### config.mk
export PLATFORM = sky130hd
export DESIGN_NAME = step_interpolator
export DESIGN_NICKNAME = d
export VERILOG_FILES = /design/src/step_interp_pkg.sv /design/src/step_interpolator.sv
export SDC_FILE = /design/constraint.sdc
export NUM_CORES = 1
export LEC_CHECK = 0
export BUFFER_PORTS_ARGS = -buffer_cell sky130_fd_sc_hd__buf_2
export CORE_ASPECT_RATIO = 1.75
export CORE_UTILIZATION = 55
export DETAILED_ROUTE_END_ITERATION = 10
export PLACE_DENSITY_LB_ADDON = 0.3
export SYNTH_ARGS = -nofsm -noshare
export SYNTH_HDL_FRONTEND = slang
export SYNTH_SLANG_ARGS = --single-unit
### constraint.sdc
create_clock -name ref_clk_in -period 3.9 [get_ports ref_clk_in]
set_input_delay 0.195 -clock ref_clk_in [delete_from_list [all_inputs] [get_ports ref_clk_in]]
set_output_delay 0.195 -clock ref_clk_in [all_outputs]
set_load 0.1 [all_outputs]
### src/step_interp_pkg.sv
// Constants, register map and carrier types for the step-pulse interpolator
package step_interp_pkg;

    // ----------------------------------------
    // Bus and field widths
    // ----------------------------------------
    localparam int ADDR_W = 8;
    localparam int DATA_W = 32;
    localparam int POS_W = 10;
    localparam int PER_W = 21;
    localparam int CUR_W = 5;
    localparam int STST_MAX_LOG2 = 20;
    localparam int TMR_OPTIONS_LOG2 = 3;
    localparam logic [3:0] RES_MAX = 4'h8;

    // ----------------------------------------
    // Register offsets
    // ----------------------------------------
    localparam logic [ADDR_W-1:0] CHOP_CFG_OFS = 8'h00;
    localparam logic [ADDR_W-1:0] DRV_CFG_OFS = 8'h04;
    localparam logic [ADDR_W-1:0] CUR_CFG_OFS = 8'h08;
    localparam logic [ADDR_W-1:0] STATUS_OFS = 8'h0C;
    localparam logic [ADDR_W-1:0] INT_STATUS_OFS = 8'h10;
    localparam logic [ADDR_W-1:0] INT_MASK_OFS = 8'h14;
    localparam logic [ADDR_W-1:0] PERIOD_OFS = 8'h18;

    // ----------------------------------------
    // Field positions
    // ----------------------------------------
    localparam int CHOP_INTPOL_BIT = 0;
    localparam int CHOP_DEDGE_BIT = 1;
    localparam int CHOP_RES_LSB = 4;
    localparam int DRV_STST_TIME_LSB = 0;
    localparam int CUR_HOLD_LSB = 0;
    localparam int CUR_RUN_LSB = 8;
    localparam int STAT_POS_LSB = 0;
    localparam int STAT_STST_BIT = 16;
    localparam int STAT_CUR_LSB = 24;
    localparam int IRQ_STST_SET_BIT = 0;
    localparam int IRQ_STST_CLR_BIT = 1;

    // ----------------------------------------
    // Values after reset
    // ----------------------------------------
    localparam logic RST_INTPOL = 1'b1;
    localparam logic RST_DEDGE = 1'b0;
    localparam logic [3:0] RST_RES = 4'h8;
    localparam logic [2:0] RST_STST_TIME = 3'h7;
    localparam logic [CUR_W-1:0] RST_HOLD = 5'h08;
    localparam logic [CUR_W-1:0] RST_RUN = 5'h1F;
    localparam logic [1:0] RST_INT_MASK = 2'h0;

    // ----------------------------------------
    // Carrier types
    // ----------------------------------------
    typedef struct packed {
        logic [ADDR_W-1:0] addr;
        logic write;
        logic [DATA_W-1:0] wdata;
    } apb_req_t;

    typedef struct packed {
        logic intpol;
        logic dedge;
        logic [3:0] res;
    } chop_cfg_t;

endpackage

### src/step_interpolator.sv
// Step-pulse interpolator with standstill detection and APB register slave
`timescale 1ns/100ps
`default_nettype none
module step_interpolator
    import step_interp_pkg::*;
#(
    parameter int STANDSTILL_MAX_LOG2 = STST_MAX_LOG2
)
(
    input wire logic ref_clk_in,
    input wire logic sys_rst_in,
    input wire logic step_in,
    input wire logic dir_in,
    input wire logic psel_in,
    input wire logic penable_in,
    input wire logic pwrite_in,
    input wire logic [ADDR_W-1:0] paddr_in,
    input wire logic [DATA_W-1:0] pwdata_in,
    output logic [DATA_W-1:0] prdata_out,
    output logic pready_out,
    output logic pslverr_out,
    output logic irq_out,
    output logic [POS_W-1:0] position_out,
    output logic microstep_out,
    output logic standstill_out,
    output logic [CUR_W-1:0] current_level_out
);

    // ----------------------------------------
    // Parameter check
    // ----------------------------------------
    if (STANDSTILL_MAX_LOG2 < 8 || STANDSTILL_MAX_LOG2 > STST_MAX_LOG2)
    begin : g_bad_timer
        $error("STANDSTILL_MAX_LOG2 must lie in 8..20");
    end

    if (PER_W <= STANDSTILL_MAX_LOG2)
    begin : g_bad_width
        $error("period counter too narrow for the standstill timer");
    end

    // ----------------------------------------
    // Derived constants
    // ----------------------------------------
    localparam logic [4:0] TMR_BASE = 5'(STANDSTILL_MAX_LOG2 - (1 << TMR_OPTIONS_LOG2) + 1);
    localparam logic [PER_W-1:0] PERIOD_CAP = PER_W'(1) << STANDSTILL_MAX_LOG2;

    // ----------------------------------------
    // Helpers
    // ----------------------------------------
    function automatic logic [POS_W-1:0] move_pos(input logic [POS_W-1:0] pos,
                                                   input logic [8:0] delta,
                                                   input logic dir);
        logic [POS_W-1:0] d;
        d = POS_W'(delta);
        move_pos = dir ? pos - d : pos + d;
    endfunction

    // ----------------------------------------
    // State
    // ----------------------------------------
    logic step_meta;
    logic step_sync;
    logic step_prev;
    logic dir_meta;
    logic dir_sync;
    chop_cfg_t chop_cfg;
    logic [2:0] stst_time;
    logic [CUR_W-1:0] hold_current_level;
    logic [CUR_W-1:0] run_level;
    logic [1:0] int_status;
    logic [1:0] int_mask;
    logic [PER_W-1:0] period_cnt;
    logic [PER_W-1:0] last_period;
    logic [PER_W-1:0] burst_interval;
    logic [PER_W-1:0] tick_cnt;
    logic [8:0] burst_left;
    logic burst_dir;

    // ----------------------------------------
    // Step edge detection
    // ----------------------------------------
    wire step_rise = step_sync & ~step_prev;
    wire step_fall = ~step_sync & step_prev;
    wire active_edge = step_rise | (chop_cfg.dedge & step_fall);
    wire [3:0] res_eff = (chop_cfg.res > RES_MAX) ? RES_MAX : chop_cfg.res;
    wire [8:0] step_width = 9'h001 << res_eff;

    // ----------------------------------------
    // Period measurement and standstill
    // ----------------------------------------
    wire [4:0] tmr_shift = TMR_BASE + {2'h0, stst_time};
    wire [PER_W-1:0] timeout = PER_W'(1) << tmr_shift;
    // Count holds at the cap for slow step rates
    wire period_full = (period_cnt >= PERIOD_CAP);
    wire [PER_W-1:0] next_period_cnt = active_edge ? PER_W'(1)
                                     : (period_full ? period_cnt : period_cnt + PER_W'(1));
    wire next_standstill = active_edge ? 1'b0
                         : ((period_cnt >= timeout) ? 1'b1 : standstill_out);
    wire stst_enter = next_standstill & ~standstill_out;
    wire stst_leave = standstill_out & ~next_standstill;

    // ----------------------------------------
    // Microstep timing
    // ----------------------------------------
    wire [PER_W-1:0] raw_interval = period_cnt >> res_eff;
    // Interval never drops below one clock
    wire [PER_W-1:0] next_interval = (raw_interval == '0) ? PER_W'(1) : raw_interval;
    wire micro_due = (burst_left != 9'h000) && (tick_cnt == '0);
    wire direct_step = active_edge & ~chop_cfg.intpol;
    wire burst_start = active_edge & chop_cfg.intpol;
    wire do_micro = micro_due & ~active_edge;
    wire [POS_W-1:0] next_position = direct_step ? move_pos(position_out, step_width, dir_sync)
                                   : (do_micro ? move_pos(position_out, 9'h001, burst_dir)
                                   : position_out);
    wire [CUR_W-1:0] next_current = next_standstill ? hold_current_level : run_level;

    // ----------------------------------------
    // APB decode
    // ----------------------------------------
    apb_req_t req;
    assign req = '{addr: paddr_in, write: pwrite_in, wdata: pwdata_in};
    wire access = psel_in & penable_in;
    wire hit_chop = (req.addr == CHOP_CFG_OFS);
    wire hit_drv = (req.addr == DRV_CFG_OFS);
    wire hit_cur = (req.addr == CUR_CFG_OFS);
    wire hit_stat = (req.addr == STATUS_OFS);
    wire hit_ist = (req.addr == INT_STATUS_OFS);
    wire hit_imask = (req.addr == INT_MASK_OFS);
    wire hit_per = (req.addr == PERIOD_OFS);
    wire addr_hit = hit_chop | hit_drv | hit_cur | hit_stat | hit_ist | hit_imask | hit_per;
    // Status and period words accept writes and drop them
    wire wr_en = access & pready_out & req.write & addr_hit;

    // ----------------------------------------
    // Interrupt status, set wins over clear
    // ----------------------------------------
    wire [1:0] w1c = (wr_en & hit_ist)
                   ? {req.wdata[IRQ_STST_CLR_BIT], req.wdata[IRQ_STST_SET_BIT]} : 2'h0;
    wire [1:0] next_int_status = (int_status & ~w1c)
                               | {stst_leave, stst_enter};

    // ----------------------------------------
    // Register read mux
    // ----------------------------------------
    wire [1:0] chop_bits = {chop_cfg.dedge, chop_cfg.intpol};
    wire [DATA_W-1:0] chop_word = (DATA_W'(chop_cfg.res) << CHOP_RES_LSB)
                                | DATA_W'(chop_bits);
    wire [DATA_W-1:0] drv_word = DATA_W'(stst_time) << DRV_STST_TIME_LSB;
    wire [DATA_W-1:0] cur_word = (DATA_W'(run_level) << CUR_RUN_LSB)
                               | (DATA_W'(hold_current_level) << CUR_HOLD_LSB);
    wire [DATA_W-1:0] stat_word = (DATA_W'(current_level_out) << STAT_CUR_LSB)
                                | (DATA_W'(standstill_out) << STAT_STST_BIT)
                                | (DATA_W'(position_out) << STAT_POS_LSB);
    wire [DATA_W-1:0] rd_word = hit_chop ? chop_word
                              : hit_drv ? drv_word
                              : hit_cur ? cur_word
                              : hit_stat ? stat_word
                              : hit_ist ? DATA_W'(int_status)
                              : hit_imask ? DATA_W'(int_mask)
                              : hit_per ? DATA_W'(last_period)
                              : '0;

    // ----------------------------------------
    // Input synchronisers
    // ----------------------------------------
    always_ff @(posedge ref_clk_in)
    begin
        if (sys_rst_in)
        begin
            step_meta <= 1'b0;
            step_sync <= 1'b0;
            step_prev <= 1'b0;
            dir_meta <= 1'b0;
            dir_sync <= 1'b0;
        end
        else
        begin
            step_meta <= step_in;
            step_sync <= step_meta;
            step_prev <= step_sync;
            dir_meta <= dir_in;
            dir_sync <= dir_meta;
        end
    end

    // ----------------------------------------
    // Configuration registers
    // ----------------------------------------
    always_ff @(posedge ref_clk_in)
    begin
        if (sys_rst_in)
        begin
            chop_cfg <= '{intpol: RST_INTPOL, dedge: RST_DEDGE, res: RST_RES};
            stst_time <= RST_STST_TIME;
            hold_current_level <= RST_HOLD;
            run_level <= RST_RUN;
            int_mask <= RST_INT_MASK;
        end
        else if (wr_en)
        begin
            if (hit_chop)
            begin
                chop_cfg.intpol <= req.wdata[CHOP_INTPOL_BIT];
                chop_cfg.dedge <= req.wdata[CHOP_DEDGE_BIT];
                chop_cfg.res <= req.wdata[CHOP_RES_LSB +: 4];
            end
            if (hit_drv)
                stst_time <= req.wdata[DRV_STST_TIME_LSB +: 3];
            if (hit_cur)
            begin
                hold_current_level <= req.wdata[CUR_HOLD_LSB +: CUR_W];
                run_level <= req.wdata[CUR_RUN_LSB +: CUR_W];
            end
            if (hit_imask)
                int_mask <= req.wdata[1:0];
        end
    end

    // ----------------------------------------
    // Period counter, standstill and current
    // ----------------------------------------
    always_ff @(posedge ref_clk_in)
    begin
        if (sys_rst_in)
        begin
            period_cnt <= '0;
            last_period <= '0;
            standstill_out <= 1'b0;
            current_level_out <= RST_RUN;
            int_status <= 2'h0;
            irq_out <= 1'b0;
        end
        else
        begin
            period_cnt <= next_period_cnt;
            if (active_edge)
                last_period <= period_cnt;
            standstill_out <= next_standstill;
            current_level_out <= next_current;
            int_status <= next_int_status;
            irq_out <= |(next_int_status & int_mask);
        end
    end

    // ----------------------------------------
    // Burst generator and sequencer position
    // ----------------------------------------
    always_ff @(posedge ref_clk_in)
    begin
        if (sys_rst_in)
        begin
            burst_left <= 9'h000;
            burst_interval <= PER_W'(1);
            tick_cnt <= '0;
            burst_dir <= 1'b0;
            position_out <= '0;
            microstep_out <= 1'b0;
        end
        else
        begin
            // A new edge restarts the burst; unissued microsteps are dropped
            if (burst_start)
            begin
                burst_left <= step_width;
                burst_interval <= next_interval;
                tick_cnt <= '0;
                burst_dir <= dir_sync;
            end
            else if (micro_due)
            begin
                burst_left <= burst_left - 9'h001;
                tick_cnt <= burst_interval - PER_W'(1);
            end
            else if (tick_cnt != '0)
                tick_cnt <= tick_cnt - PER_W'(1);
            position_out <= next_position;
            microstep_out <= do_micro | direct_step;
        end
    end

    // ----------------------------------------
    // APB answer
    // ----------------------------------------
    always_ff @(posedge ref_clk_in)
    begin
        if (sys_rst_in)
        begin
            pready_out <= 1'b0;
            pslverr_out <= 1'b0;
            prdata_out <= '0;
        end
        else
        begin
            pready_out <= access & ~pready_out;
            pslverr_out <= access & ~pready_out & ~addr_hit;
            prdata_out <= (access & ~pready_out & ~req.write) ? rd_word : '0;
        end
    end

endmodule // step_interpolator
`default_nettype wire

==> Yosys cells after proc, flatten, opt, wreduce, memory -nomap -nowiden <==
Cells that the tools add are included.
{ "word_totals": {"register_bits": 174, "output_inout_bits": 52} }
{ "classes": {"addsub": 9, "order_cmp": 3, "n_eq_ne": 7, "shift": 3, "muxes": 23, "bitwise_logic": 42, "n_reduce_logical": 17} }
{ "ops": {"columns": ["op", "count"], "rows": [
  ["two-way mux 21 bit", 6],
  ["two-way mux 29 bit", 4],
  ["zero test 21 bit", 2],
  ["subtractor 21 x 1 -> 21 bit (second input constant)", 2],
  ["two-way mux 10 bit", 4],
  ["OR 29 x 10 -> 29 bit", 1],
  ["OR 29 x 17 -> 29 bit", 1],
  ["equality test 8 x 5 -> 1 bit (second input constant)", 3],
  ["adder 21 x 1 -> 21 bit (second input constant)", 1],
  [">= comparator 21 bit", 1],
  [">= comparator 21 bit (second input constant)", 1],
  ["nonzero test 21 bit", 1],
  ["<< shifter 1 x 5 -> 21 bit (first input constant)", 1],
  [">> shifter 21 x 4 -> 21 bit", 1],
  ["two-way mux 9 bit", 2],
  ["bitwise AND 1 bit", 16],
  ["equality test 8 x 4 -> 1 bit (second input constant)", 2],
  ["OR 13 x 5 -> 13 bit", 1],
  ["adder 10 x 1 -> 10 bit (second input constant)", 1],
  ["adder 10 x 9 -> 10 bit", 1],
  ["inverter 1 bit", 10],
  ["subtractor 10 x 1 -> 10 bit (second input constant)", 1],
  ["subtractor 10 x 9 -> 10 bit", 1],
  ["nonzero test 9 bit", 1],
  ["20 further kinds", 39]
]} }

==> Logic depth before layout (Yosys ltp) <==
Gate-level depths: netlist (run 1).
{ "logic_depth": {"word_depth": 15, "ltp_mapped": 19, "depth_no_buf": 17} }

==> Worst setup path after synthesis (run 1) <==
OpenSTA, ideal clock, no wires.
{ "synth_timing": {"path_kind": "reg-to-reg", "startpoint": "register chop_cfg[2] (netlist name)", "endpoint": "register position_out[9]", "t_arrival_ns": 3.382, "path_slack_ns": 0.448, "path_stages_with_launch": 20, "n_path_buf": 2, "period_less_slack_ns": 3.452, "cell_sequence": "dfxtp_1 clkbuf_1 or2_2 clkbuf_1 nor3_1 inv_1 ha_1 o21ai_0 nand2_1 and2_1 inv_1 ha_1 nor2b_1 o2111ai_1 a31oi_1 nand3_1 nand2_1 xor2_1 or3_1 a21oi_1"} }
{ "synth_between": {"elab_chain_len": 6, "elab_cells_between_ends": 7} }
{ "synth_lines": {"columns": ["item", "line", "text"], "rows": [
  ["start: declaration", "step_interpolator.sv:67", "chop_cfg_t chop_cfg;"],
  ["start signal: assignment", "step_interpolator.sv:194", "chop_cfg <= '{intpol: RST_INTPOL, dedge: RST_DEDGE, res: RST_RES};"],
  ["greater-than comparator 4 bit", "step_interpolator.sv:86", "wire [3:0] res_eff = (chop_cfg.res > RES_MAX) ? RES_MAX : chop_cfg.res;"],
  ["two-way mux 4 bit *", "step_interpolator.sv:86", null],
  ["<< shifter 1 x 4 -> 9 bit *", "step_interpolator.sv:87", "wire [8:0] step_width = 9'h001 << res_eff;"],
  ["adder 10 x 9 -> 10 bit or subtractor 10 x 9 -> 10 bit (tied branches)", "step_interpolator.sv:56", "move_pos = dir ? pos - d : pos + d;"],
  ["two-way mux 10 bit *", "step_interpolator.sv:56", null],
  ["two-way mux 10 bit *", "step_interpolator.sv:113", "wire [POS_W-1:0] next_position = direct_step ? move_pos(position_out, step_width, dir_sync)"],
  ["end signal: assignment", "step_interpolator.sv:277", "position_out <= next_position;"],
  ["end: declaration", "step_interpolator.sv:23", "output logic [POS_W-1:0] position_out,"]
]} }
Every way passes the cells marked *; elsewhere a longest branch is shown, timed or not.
A chain may end at the register's enable or synchronous reset.

==> Worst setup path after layout (run 1) <==
{ "layout_timing": {"startpoint": "register stst_time[1]", "endpoint": "register current_level_out[4]"} }
{ "layout_between": {"elab_chain_len": 6} }
{ "layout_lines": {"columns": ["item", "line", "text"], "rows": [
  ["start: declaration", "step_interpolator.sv:68", "logic [2:0] stst_time;"],
  ["start signal: assignment", "step_interpolator.sv:209", "stst_time <= req.wdata[DRV_STST_TIME_LSB +: 3];"],
  ["adder 4 x 3 -> 5 bit", "step_interpolator.sv:92", "wire [4:0] tmr_shift = TMR_BASE + {2'h0, stst_time};"],
  ["<< shifter 1 x 5 -> 21 bit", "step_interpolator.sv:93", "wire [PER_W-1:0] timeout = PER_W'(1) << tmr_shift;"],
  [">= comparator 21 bit", "step_interpolator.sv:99", ": ((period_cnt >= timeout) ? 1'b1 : standstill_out);"],
  ["two-way mux 1 bit", "step_interpolator.sv:99", null],
  ["two-way mux 1 bit", "step_interpolator.sv:98", "wire next_standstill = active_edge ? 1'b0"],
  ["two-way mux 5 bit", "step_interpolator.sv:116", "wire [CUR_W-1:0] next_current = next_standstill ? hold_current_level : run_level;"],
  ["end signal: assignment", "step_interpolator.sv:240", "current_level_out <= next_current;"],
  ["end: declaration", "step_interpolator.sv:26", "output logic [CUR_W-1:0] current_level_out"]
]} }
No other way between the ends.

==> flow_metrics.py, run 1 <==
metrics = {
    "power": {
        "leakagePower_nw": 3.80,
        "p_per_area_nw_per_um2": 497,
        "ir_drop_v": 0.000380,
    },
    "worst_setup_path": {
        "path_delay_family": "compound AO/OA/AOI/OAI gates",
        "slowest_stage": "dfxtp_1",
        "cp_slowest_stage_delay_ns": 0.52,
        "path_class": "register to register",
        "r2r-start": "stst_time[1]",
        "crit_chain": "nand2_1 -> ha_1 -> nor3b_1 -> nand2_1 -> ha_1 -> a21o_1 -> a21o_1 -> a2111oi_0 -> o21a_1 -> nor2_1 -> a211o_1",
        "cp_data_arrival_time_ns": 3.81,
        "rrSetupSlack_ns": 0.42,
        "end_kind": "register",
        "startpoint_type": "register",
        "rr_endpoint": "current_level_out[4]",
        "crit_buf_inv": 0,
        "crit_path_max_fanout": 9,
        "required_ns": 4.23,
        "reg2regPathDepth": 11,
        "path_depth": 11,
    },
    "cells_and_area": {
        "drive_above_1_share": 0.141,
        "multiInputGateArea_um2": 5110,
        "area_delta_synth_final_pct": 12.2,
        "nFillCells": 1392,
        "antennaDiodeCount": 0,
        "fin_nets": 1218,
        "regArea_um2": 3360,
    },
    "global_route": {
        "overflow": 0,
        "grt_pass1_vias": 7713,
        "grt_use_total": 0.280,
        "antenna_found_initial": 0,
        "grt_start_max_net_pins": 55,
        "grt_pass1_wl_mm": 37.2,
    },
    "timing": {
        "worst_clock_skew_ns": 0.00970,
        "slew_headroom": 0.395,
        "worst_pin_slew_ns": 0.907,
        "rsz0062_at_grt": "false",
        "hold_slack_ns": 0.0159,
        "period_minus_slack_ns": 3.48,
        "setup_viol": 0,
        "report.final.slew_viol_count": 0,
        "hold_violations": 0,
        "period_share": 0.891,
        "max_freq_ghz": 0.288,
        "tns_ns": 0,
    },
    "min_path": {
        "worstHoldPathType": "input pin to register",
        "min_path_cells": 3,
        "worstHoldStart": "penable_in",
        "worst_hold_path.endpoint": "pready_out",
    },
    "logic_synthesis": {
        "dominantRegCellSynth": "dfxtp_1",
        "async_flop_share": 0,
        "synth_commonest_cells": "nand2_1 (171), dfxtp_1 (168), nor2_1 (110)",
        "synth_edf_count": 0,
        "yosysMostFrequentCell": "nand2_1",
        "ys_types": 79,
        "synth_area_um2": 8910,
        "seq_area_frac_synth": 0.377,
        "syn_area_per_cell_um2": 8.09,
        "yosysTopAreaCell": "dfxtp_1",
        "ys_warn_count": 0,
        "syn_inst": 1102,
        "synth_top_area_frac": 0.377,
        "synth_seq_cells": 168,
        "synth.area.top_cells": "dfxtp_1 (38%), nand2_1 (7.2%), a21oi_1 (5.6%)",
    },
    "clock_network": {
        "clk_path_buf_depth": 2,
        "cts.clk_slew.worst_paths_ns": 0.07,
        "clock_latency_ns": 0.44,
        "cts_setup_buffers": 0,
        "postCtsResizedCells": 0,
        "root_buffer": "clkbuf_16",
        "cts.sinks": 168,
        "cts_tree": "done",
        "htreeDepth": 4,
        "cts_buffers": 17,
    },
    "die": {
        "dieArea_um2": 16700,
        "die_y_um": 170,
        "die_x_um": 98.2,
        "core_area_um2": 15900,
        "ioPinCount": 99,
        "initial_core_util": 0.561,
        "std_cell_rows": 61,
    },
    "route": {
        "drtIter0Drc": 459,
        "drc": 0,
        "drt-pass1-iter-count": 5,
        "vias_per_cell": 6.07,
        "vias": 8182,
        "wl_per_cell_um": 17.3,
        "final_antenna_net_count": 0,
        "wirelength_mm": 23.3,
    },
    "place": {
        "post-dp-hpwl_mm": 16.5,
        "routabilityCongestion": 0.900,
        "port_buffers": 73,
    },
    "run_status": {
        "status": "finished, final reports clean",
    },
    "run": {
        "cap_viol_max_count": 0,
    },
}
kinds of logic (layout without fill, tap and decap cells):
logic type / after synthesis / in the layout / synth area share
DFF: 168 / 168 / 0.377
muxes: 46 / 46 / 0.0605
AOI/OAI and AO/OA: 247 / 247 / 0.179
buffers and inverters: 107 / 158 / 0.0518
and+or+nand+nor: 464 / 464 / 0.251
other: 1 / 6 / 0.000421
xor gates and xnor gates: 43 / 43 / 0.0423
adders and majority gates: 26 / 26 / 0.0373
flip-flops by register name, indices dropped and copies added (netlist names), 4 cells and up:
name	count
run_level	5
chop_cfg	4
position_out	10
hold_current_level	5
burst_left	9
period_cnt	21
tick_cnt	21
prdata_out	26
current_level_out	5
burst_interval	21
last_period	21
cell type report:
cell class	count	share of cell area
repair buffers	106	0.0633
multi-input cells	832	0.511
clock inverters	15	0.0158
inverters	20	0.00751
clock buffers	17	0.0425
well taps	189	0.0236
flip-flops and latches	168	0.336
power by group:
part | internal, W | leakage [nW] | switching, W | total [W]
clock | 0.000856 | 0.286 | 0.000805 | 0.00166
combinational | 0.000513 | 2.15 | 0.000779 | 0.00129
sequential | 0.00186 | 1.36 | 0.000158 | 0.00202
total | 0.00323 | 3.80 | 0.00174 | 0.00497
worst max path at each step:
stage	start	end	slack [ns]
6_report	stst_time[1]	current_level_out[4]	0.42
5_1_grt	stst_time[0]	current_level_out[4]	0.23
4_1_cts	stst_time[0]	current_level_out[4]	0.48
3_5_place_dp	stst_time[1]	current_level_out[4]	0.52
3_3_place_gp	stst_time[1]	current_level_out[4]	0.61
2_1_floorplan	chop_cfg[2]	position_out[9]	0.45
worst register-to-register path, cell delays in order, from the launching register on:
cell and delay (ns):
dfxtp_1 0.52, nand2_1 0.17, ha_1 0.32, nor3b_1 0.33, nand2_1 0.10, ha_1 0.31, a21o_1 0.16, a21o_1 0.18
a2111oi_0 0.46, o21a_1 0.29, nor2_1 0.19, a211o_1 0.34
timing repair:
action	4_1_cts	5_1_grt
hold endpoints to repair	8	0
hold buffers	8	0
setup endpoints to repair	0	0
cell usage in the layout (no fill, tap or decap), types with 4 or more instances in the layout:
master,netlist,routed
a211oi_1,31,31
a21oi_1,99,99
a221o_1,4,4
a221oi_1,4,4
a22oi_1,7,7
a311oi_1,5,5
a31oi_1,8,8
and2_1,16,16
and3_1,11,11
and3b_1,4,4
buf_2,9,73
buf_4,11,25
clkbuf_16,0,17
conb_1,1,6
dfxtp_1,168,168
dlygate4sd3_1,0,8
ha_1,25,25
inv_1,20,20
inv_8,0,5
mux2i_1,37,37
mux4_2,6,6
nand2_1,171,171
nand2b_1,6,6
nand3_1,27,27
nand3b_1,5,5
nand4_1,6,6
nor2_1,110,110
nor2b_1,26,26
nor3_1,27,27
nor4_1,16,16
o211ai_1,8,8
o21a_1,5,5
o21ai_0,36,36
o31ai_1,5,5
or2_2,7,7
or3_1,10,10
or4_1,4,4
xnor2_1,18,18
xor2_1,25,25
stage by stage:
step	power (W)	area [µm²]	worst slack, ns	cells	util
after floorplan	0.00310	8930	0.448	1107	-
after global placement	0.00331	9340	0.606	1307	0.588
after detailed placement	0.00333	9340	0.516	1307	0.588
after CTS	0.00498	10000	0.476	1347	0.630
after global routing	0.00520	10000	0.234	1347	0.630
final	0.00497	10000	0.424	1347	0.630
routing by layer:
layer	share of wire	track usage	wire (µm)
met4	0.053	0.184	1240
met5	0	0	0
met1	0.38	0.298	8790
met2	0.52	0.506	12200
met3	0.045	0.0476	1060
No activity file was read; power rests on OpenSTA's default activity.
==> run 2: changes to the inputs <==
--- a/config.mk
+++ b/config.mk
@@ -7,7 +7,7 @@
 export LEC_CHECK = 0
 export BUFFER_PORTS_ARGS = -buffer_cell sky130_fd_sc_hd__buf_2
 export CORE_ASPECT_RATIO = 1.75
-export CORE_UTILIZATION = 55
+export CORE_UTILIZATION = 53
 export DETAILED_ROUTE_END_ITERATION = 10
 export PLACE_DENSITY_LB_ADDON = 0.3
 export SYNTH_ARGS = -nofsm -noshare
==> constraint.sdc (replaced) <==
create_clock -name ref_clk_in -period 3 [get_ports ref_clk_in]
set_input_delay 0.15 -clock ref_clk_in [delete_from_list [all_inputs] [get_ports ref_clk_in]]
set_output_delay 0.15 -clock ref_clk_in [all_outputs]
set_load 0.1 [all_outputs]
==> run 2 against run 1 <==
Net effect: sequential power increased by 31%; non-clock buffer count increased by 44; largest power group unchanged; highest routed layer unchanged; register-to-register slack got worse by 0.35 ns; global-route usage is 1.2 points higher; utilization grew 1.4 points; power up 38%; routed wire length rose by 6.5%; via count up 3.9%; maximum frequency grew 19%; final cell count grew 5.9%; combinational power grew 50%.
==> flow_metrics.py, run 2 (synthesis gave the netlist of run 1 again) <==
metrics = {
    "place": {
        "port_buffers": 73,
        "dpl_cell_area_um2": 9680,
        "post-dp-hpwl_mm": 17.5,
        "routabilityCongestion": 0.864,
    },
    "power": {
        "comb_power_share": 0.282,
        "switching_share": 0.346,
        "p_per_area_nw_per_um2": 647,
        "seq_power_share": 0.387,
        "ir_drop_v": 0.000456,
        "p_int_w": 0.00447,
        "leakagePower_nw": 4.06,
        "p_clk_frac": 0.331,
        "power.switching_w": 0.00237,
    },
    "cells_and_area": {
        "antennaDiodeCount": 0,
        "area_delta_synth_final_pct": 18.8,
        "drive_above_1_share": 0.194,
        "mostFrequentLayoutCell": "nand2_1",
        "fin_nets": 1262,
        "largest_reg_flops": 26,
        "nFillCells": 1440,
        "regArea_um2": 3370,
        "largest-register": "prdata_out",
        "multiInputGateArea_um2": 5260,
        "stdcell_area_um2": 10600,
        "layout_common_cells": "nand2_1 (171), dfxtp_1 (165), nor2_1 (107), a21oi_1 (93), buf_2 (73)",
    },
    "global_route": {
        "overflow": 0,
        "grt_use_total": 0.292,
        "grt_start_max_net_pins": 83,
        "antenna_found_initial": 1,
        "grt_pass1_vias": 8193,
        "grt_pass1_wl_mm": 39.8,
    },
    "route": {
        "met1_length_mm": 9.12,
        "drc": 0,
        "wl_per_cell_um": 17.4,
        "wirelength_mm": 24.8,
        "drt-pass1-iter-count": 6,
        "vias": 8505,
        "top_layer": "met4",
        "wl_met3_mm": 1.07,
        "final_antenna_net_count": 0,
        "drtIter0Drc": 468,
        "vias_per_cell": 5.96,
        "routed-wl-met2_mm": 13.2,
    },
    "die": {
        "ioPinCount": 99,
        "die_x_um": 100,
        "initial_core_util": 0.542,
        "dieArea_um2": 17400,
        "std_cell_rows": 62,
        "core_area_um2": 16400,
        "die_y_um": 174,
    },
    "timing": {
        "max_freq_ghz": 0.342,
        "worst_clock_skew_ns": 0.0118,
        "setup_viol": 0,
        "period_minus_slack_ns": 2.93,
        "period_share": 0.976,
        "report.final.slew_viol_count": 0,
        "hold_violations": 0,
        "slew_headroom": 0.400,
        "tns_ns": 0,
        "rsz0062_at_grt": "true",
        "worst_pin_slew_ns": 0.900,
    },
    "worst_setup_path": {
        "timing.critical_path.mode_cell": "nand2_1",
        "path_class": "register to register",
        "startpoint_type": "register",
        "end_kind": "register",
        "crit_chain": "or2_4 -> nor3_4 -> inv_2 -> ha_2 -> o21ai_1 -> nand2_1 -> and2_4 -> inv_1 -> ha_1 -> nor2b_4 -> o2111ai_2 -> a31oi_2 -> nand3_1 -> nand2_1 -> xor2_1 -> or3_1 -> a21oi_1",
        "slowest_stage": "dfxtp_1",
        "required_ns": 3.38,
        "rrSetupSlack_ns": 0.07,
        "crit_path_max_fanout": 2,
        "cp_data_arrival_time_ns": 3.30,
        "cp_slowest_stage_delay_ns": 0.31,
    },
    "clock_network": {
        "clk_path_buf_depth": 2,
        "root_buffer": "clkbuf_16",
        "clock_latency_ns": 0.45,
        "cts_tree": "done",
        "cts_buffers": 17,
        "cts.sinks": 168,
        "cts.clk_slew.worst_paths_ns": 0.08,
        "htreeDepth": 4,
    },
    "run_status": {
        "status": "finished, final reports clean",
    },
    "min_path": {
        "worstHoldPathType": "input pin to register",
    },
    "run": {
        "cap_viol_max_count": 0,
    },
}
[run 2: changes by cell type in the layout (fill, tap and decap cells not counted), moves of 4 or more]
cell,before,now
buf_4,25,61
dlygate4sd3_1,8,16
nor2b_1,26,22
a21oi_2,0,6
o21ai_0,36,32
a21oi_1,99,93
[run 2: worst paths after layout]
check,end,from,cells past startpoint
min,chop_bits[0],pwdata_in[0],3
max reg2reg,position_out[9],chop_cfg[3],17
min reg2reg,last_period[19],last_period[19],2
max,position_out[9],chop_cfg[3],17
[run 2: final cells by class]
type                       instances  share of cell area
timing repair buffer             150              0.0929
sequential                       168               0.318
clock inverter                    14              0.0164
tap                              224              0.0265
inverter                          20             0.00709
clock buffer                      18              0.0415
multi-input combinational        832               0.497
[run 2: worst max-delay path: cells and delay by family, from the launching register on]
kind            cells  cell delay (ns)
simple gates        8             1.22
fa+ha+maj           2             0.57
compound gates      4             0.50
flops               1             0.31
xor+xnor            1             0.16
buf+inv             2             0.10
[run 2: what timing repair did]
action,in CTS,in global routing
setup buffers,1,4
resized for setup,1,24
setup endpoints to repair,2,15
hold endpoints to repair,17,0
gates cloned,0,0
hold buffers,16,0
pin swaps,0,16
[run 2: metal layers]
layer,up-vias,track usage
li1,4043,-
met1,4054,0.310
met2,297,0.524
met3,111,0.0476
met4,0,0.185
met5,-,0
[run 2: through the flow]
step	total power [W]	worst slack, ns	utilization	hold WS (ns)	cells
after floorplan	0.00410	-0.110	-	0.268	1107
final	0.00684	0.0728	0.644	0.0220	1426
after global placement	0.00444	0.0346	0.589	0.364	1373
after global routing	0.00715	-0.136	0.644	0.0442	1426
after CTS	0.00678	0.0102	0.637	0.0226	1422
after detailed placement	0.00450	0.0120	0.589	0.369	1373
[run 2: power by group through the flow]
stage / logic (W) / registers [W] / clock network [W]
detailed placement: 0.00181 / 0.00269 / 0
finish: 0.00193 / 0.00265 / 0.00227
global route: 0.00210 / 0.00267 / 0.00237
CTS: 0.00185 / 0.00264 / 0.00228
floorplan: 0.00137 / 0.00273 / 0
global placement: 0.00176 / 0.00268 / 0
==> run 3: changes to the inputs <==
--- a/config.mk
+++ b/config.mk
@@ -7,8 +7,10 @@
 export LEC_CHECK = 0
 export BUFFER_PORTS_ARGS = -buffer_cell sky130_fd_sc_hd__buf_2
 export CORE_ASPECT_RATIO = 1.75
-export CORE_UTILIZATION = 53
+export CORE_UTILIZATION = 55
+export CTS_CLUSTER_DIAMETER = 40
 export DETAILED_ROUTE_END_ITERATION = 10
+export HOLD_SLACK_MARGIN = 0.12
 export PLACE_DENSITY_LB_ADDON = 0.3
 export SYNTH_ARGS = -nofsm -noshare
 export SYNTH_HDL_FRONTEND = slang
==> constraint.sdc (replaced) <==
create_clock -name ref_clk_in -period 3.3 [get_ports ref_clk_in]
set_input_delay 0.165 -clock ref_clk_in [delete_from_list [all_inputs] [get_ports ref_clk_in]]
set_output_delay 0.165 -clock ref_clk_in [all_outputs]
set_load 0.1 [all_outputs]
==> run 3 against run 2 <==
Net effect: combinational power down 15%; largest cell class unchanged; cell area down 1.3%; highest routed layer unchanged; sequential power down 9.8%; clock skew up 0.0052 ns; utilization up 1.4 points; routed wire length down 0.16%.
==> flow_metrics.py, run 3 (synthesis gave the netlist of run 1 again) <==
metrics = {
    "die": {
        "core_area_um2": 15900,
        "die_y_um": 170,
        "std_cell_rows": 61,
        "ioPinCount": 99,
        "die_x_um": 98.2,
        "initial_core_util": 0.561,
        "dieArea_um2": 16700,
    },
    "clock_network": {
        "root_buffer": "clkbuf_16",
        "htreeDepth": 4,
        "cts_tree": "done",
        "clock_latency_ns": 0.45,
        "cts_buffers": 17,
        "cts.sinks": 168,
        "clk_path_buf_depth": 2,
        "cts.clk_slew.worst_paths_ns": 0.08,
    },
    "place": {
        "post-dp-hpwl_mm": 17.4,
        "dpl_cell_area_um2": 9500,
        "routabilityCongestion": 0.912,
        "dp_cells": 1326,
        "port_buffers": 73,
        "pre_cts_slack_ns": 0.114,
    },
    "min_path": {
        "worstHoldPathType": "input pin to register",
        "worst_hold_path.endpoint": "pslverr_out",
        "worstHoldStart": "paddr_in[2]",
        "min_path_cells": 3,
    },
    "worst_setup_path": {
        "startpoint_type": "register",
        "required_ns": 3.63,
        "rrSetupSlack_ns": 0.17,
        "path_delay_family": "simple AND/OR/NAND/NOR gates",
        "slowest_stage": "nor2_1",
        "crit_path_max_fanout": 6,
        "r2r-start": "stst_time[0]",
        "rr_endpoint": "current_level_out[4]",
        "timing.critical_path.mode_cell": "ha_1",
        "end_kind": "register",
        "cp_data_arrival_time_ns": 3.46,
        "path_class": "register to register",
        "cp_slowest_stage_delay_ns": 0.50,
        "crit_chain": "nand2_1 -> ha_1 -> nor3b_1 -> nand3b_1 -> ha_1 -> nand4_1 -> a31oi_1 -> a2111oi_1 -> o21a_1 -> nor2_1 -> nor2b_1 -> a211o_1",
        "reg2regPathDepth": 12,
        "crit_buf_inv": 0,
    },
    "global_route": {
        "grt_pass1_vias": 8062,
        "grt_use_met1": 0.322,
        "grt_use_total": 0.302,
        "grt_pass1_wl_mm": 39.9,
        "grt_start_max_net_pins": 47,
        "use_met2": 0.551,
        "grt_use_met3": 0.0456,
        "antenna_found_initial": 0,
        "top_usage_layer": "met2",
        "overflow": 0,
    },
    "run": {
        "cap_viol_max_count": 0,
    },
    "timing": {
        "setup_viol": 0,
        "worst_slack_ns": 0.175,
        "worst_clock_skew_ns": 0.0170,
        "worst_pin_slew_ns": 0.898,
        "period_share": 0.947,
        "tns_ns": 0,
        "hold_slack_ns": 0.159,
        "max_freq_ghz": 0.320,
        "hold_violations": 0,
        "report.final.slew_viol_count": 0,
        "period_minus_slack_ns": 3.13,
        "rsz0062_at_grt": "false",
        "slew_headroom": 0.401,
    },
    "route": {
        "drc": 0,
        "drtIter0Drc": 385,
        "wirelength_mm": 24.8,
        "drt-pass1-iter-count": 5,
        "vias": 8348,
        "wl_per_cell_um": 17.9,
        "vias_per_cell": 6.04,
        "final_antenna_net_count": 0,
    },
    "cells_and_area": {
        "largest_reg_flops": 26,
        "antennaDiodeCount": 0,
        "layout_common_cells": "nand2_1 (171), dfxtp_1 (166), nor2_1 (109), a21oi_1 (94), buf_2 (73)",
        "largest-register": "prdata_out",
        "nFillCells": 1329,
        "regArea_um2": 3370,
        "fin_nets": 1253,
        "mostFrequentLayoutCell": "nand2_1",
        "stdcell_count": 1382,
        "stdcell_area_um2": 10400,
        "drive_above_1_share": 0.170,
        "area_delta_synth_final_pct": 17.2,
        "multiInputGateArea_um2": 5190,
    },
    "run_status": {
        "status": "finished, final reports clean",
    },
    "power": {
        "leakagePower_nw": 4.00,
        "p_per_area_nw_per_um2": 592,
        "ir_drop_v": 0.000315,
    },
}
-- run 3: cell types whose count changed in the layout (fill, tap and decap cells not counted), sizes merged --
cell	delta
buf	-15
dlygate4sd3	+6
bufinv	-1
clkbuf	-1
clkinv	+1
inv	+1
-- run 3: layout make-up --
class / count / share of cell area
clock inverters: 15 / 0.0214
inverters: 20 / 0.00719
well taps: 189 / 0.0226
repair buffers: 141 / 0.0891
flip-flops and latches: 168 / 0.322
multi-input cells: 832 / 0.497
clock buffers: 17 / 0.0407
-- run 3: how the worst max path moves through the flow --
stage	from	to	slack, ns	depth (start not counted)
finish	stst_time[0]	current_level_out[4]	0.17	12
global route	chop_cfg[3]	position_out[9]	0.02	17
CTS	chop_cfg[3]	position_out[8]	0.1	16
detailed placement	chop_cfg[3]	position_out[8]	0.11	16
global placement	chop_cfg[3]	position_out[9]	0.17	17
floorplan	chop_cfg[2]	position_out[9]	-0.006	19
-- run 3: worst min-delay path, stage by stage --
cell	delay [ns]
buf_2	0.18
nand3_1	0.11
a21boi_0	0.08
-- run 3: routing by layer --
layer	routed length (µm)	share of wire
met2	13000	0.52
met4	1430	0.058
met3	958	0.039
met5	0	0
met1	9430	0.38
-- run 3: timing repair --
action | in CTS | in global routing
hold endpoints to repair | 26 | 0
gates resized for setup | 0 | 23
setup endpoints to repair | 0 | 6
hold buffers | 22 | 0
buffers inserted | 0 | 2
-- run 3: where the power goes --
part	internal [W]	total (W)	switching, W	leakage (nW)
registers	0.00220	0.00239	0.000189	1.36
logic	0.000680	0.00164	0.000962	2.33
clock network	0.00107	0.00215	0.00108	0.312
-- run 3: per-stage QoR --
step                power, W   util
global route         0.00647  0.658
CTS                  0.00618  0.653
finish               0.00618  0.658
floorplan            0.00367      -
detailed placement   0.00404  0.598
global placement     0.00400  0.598
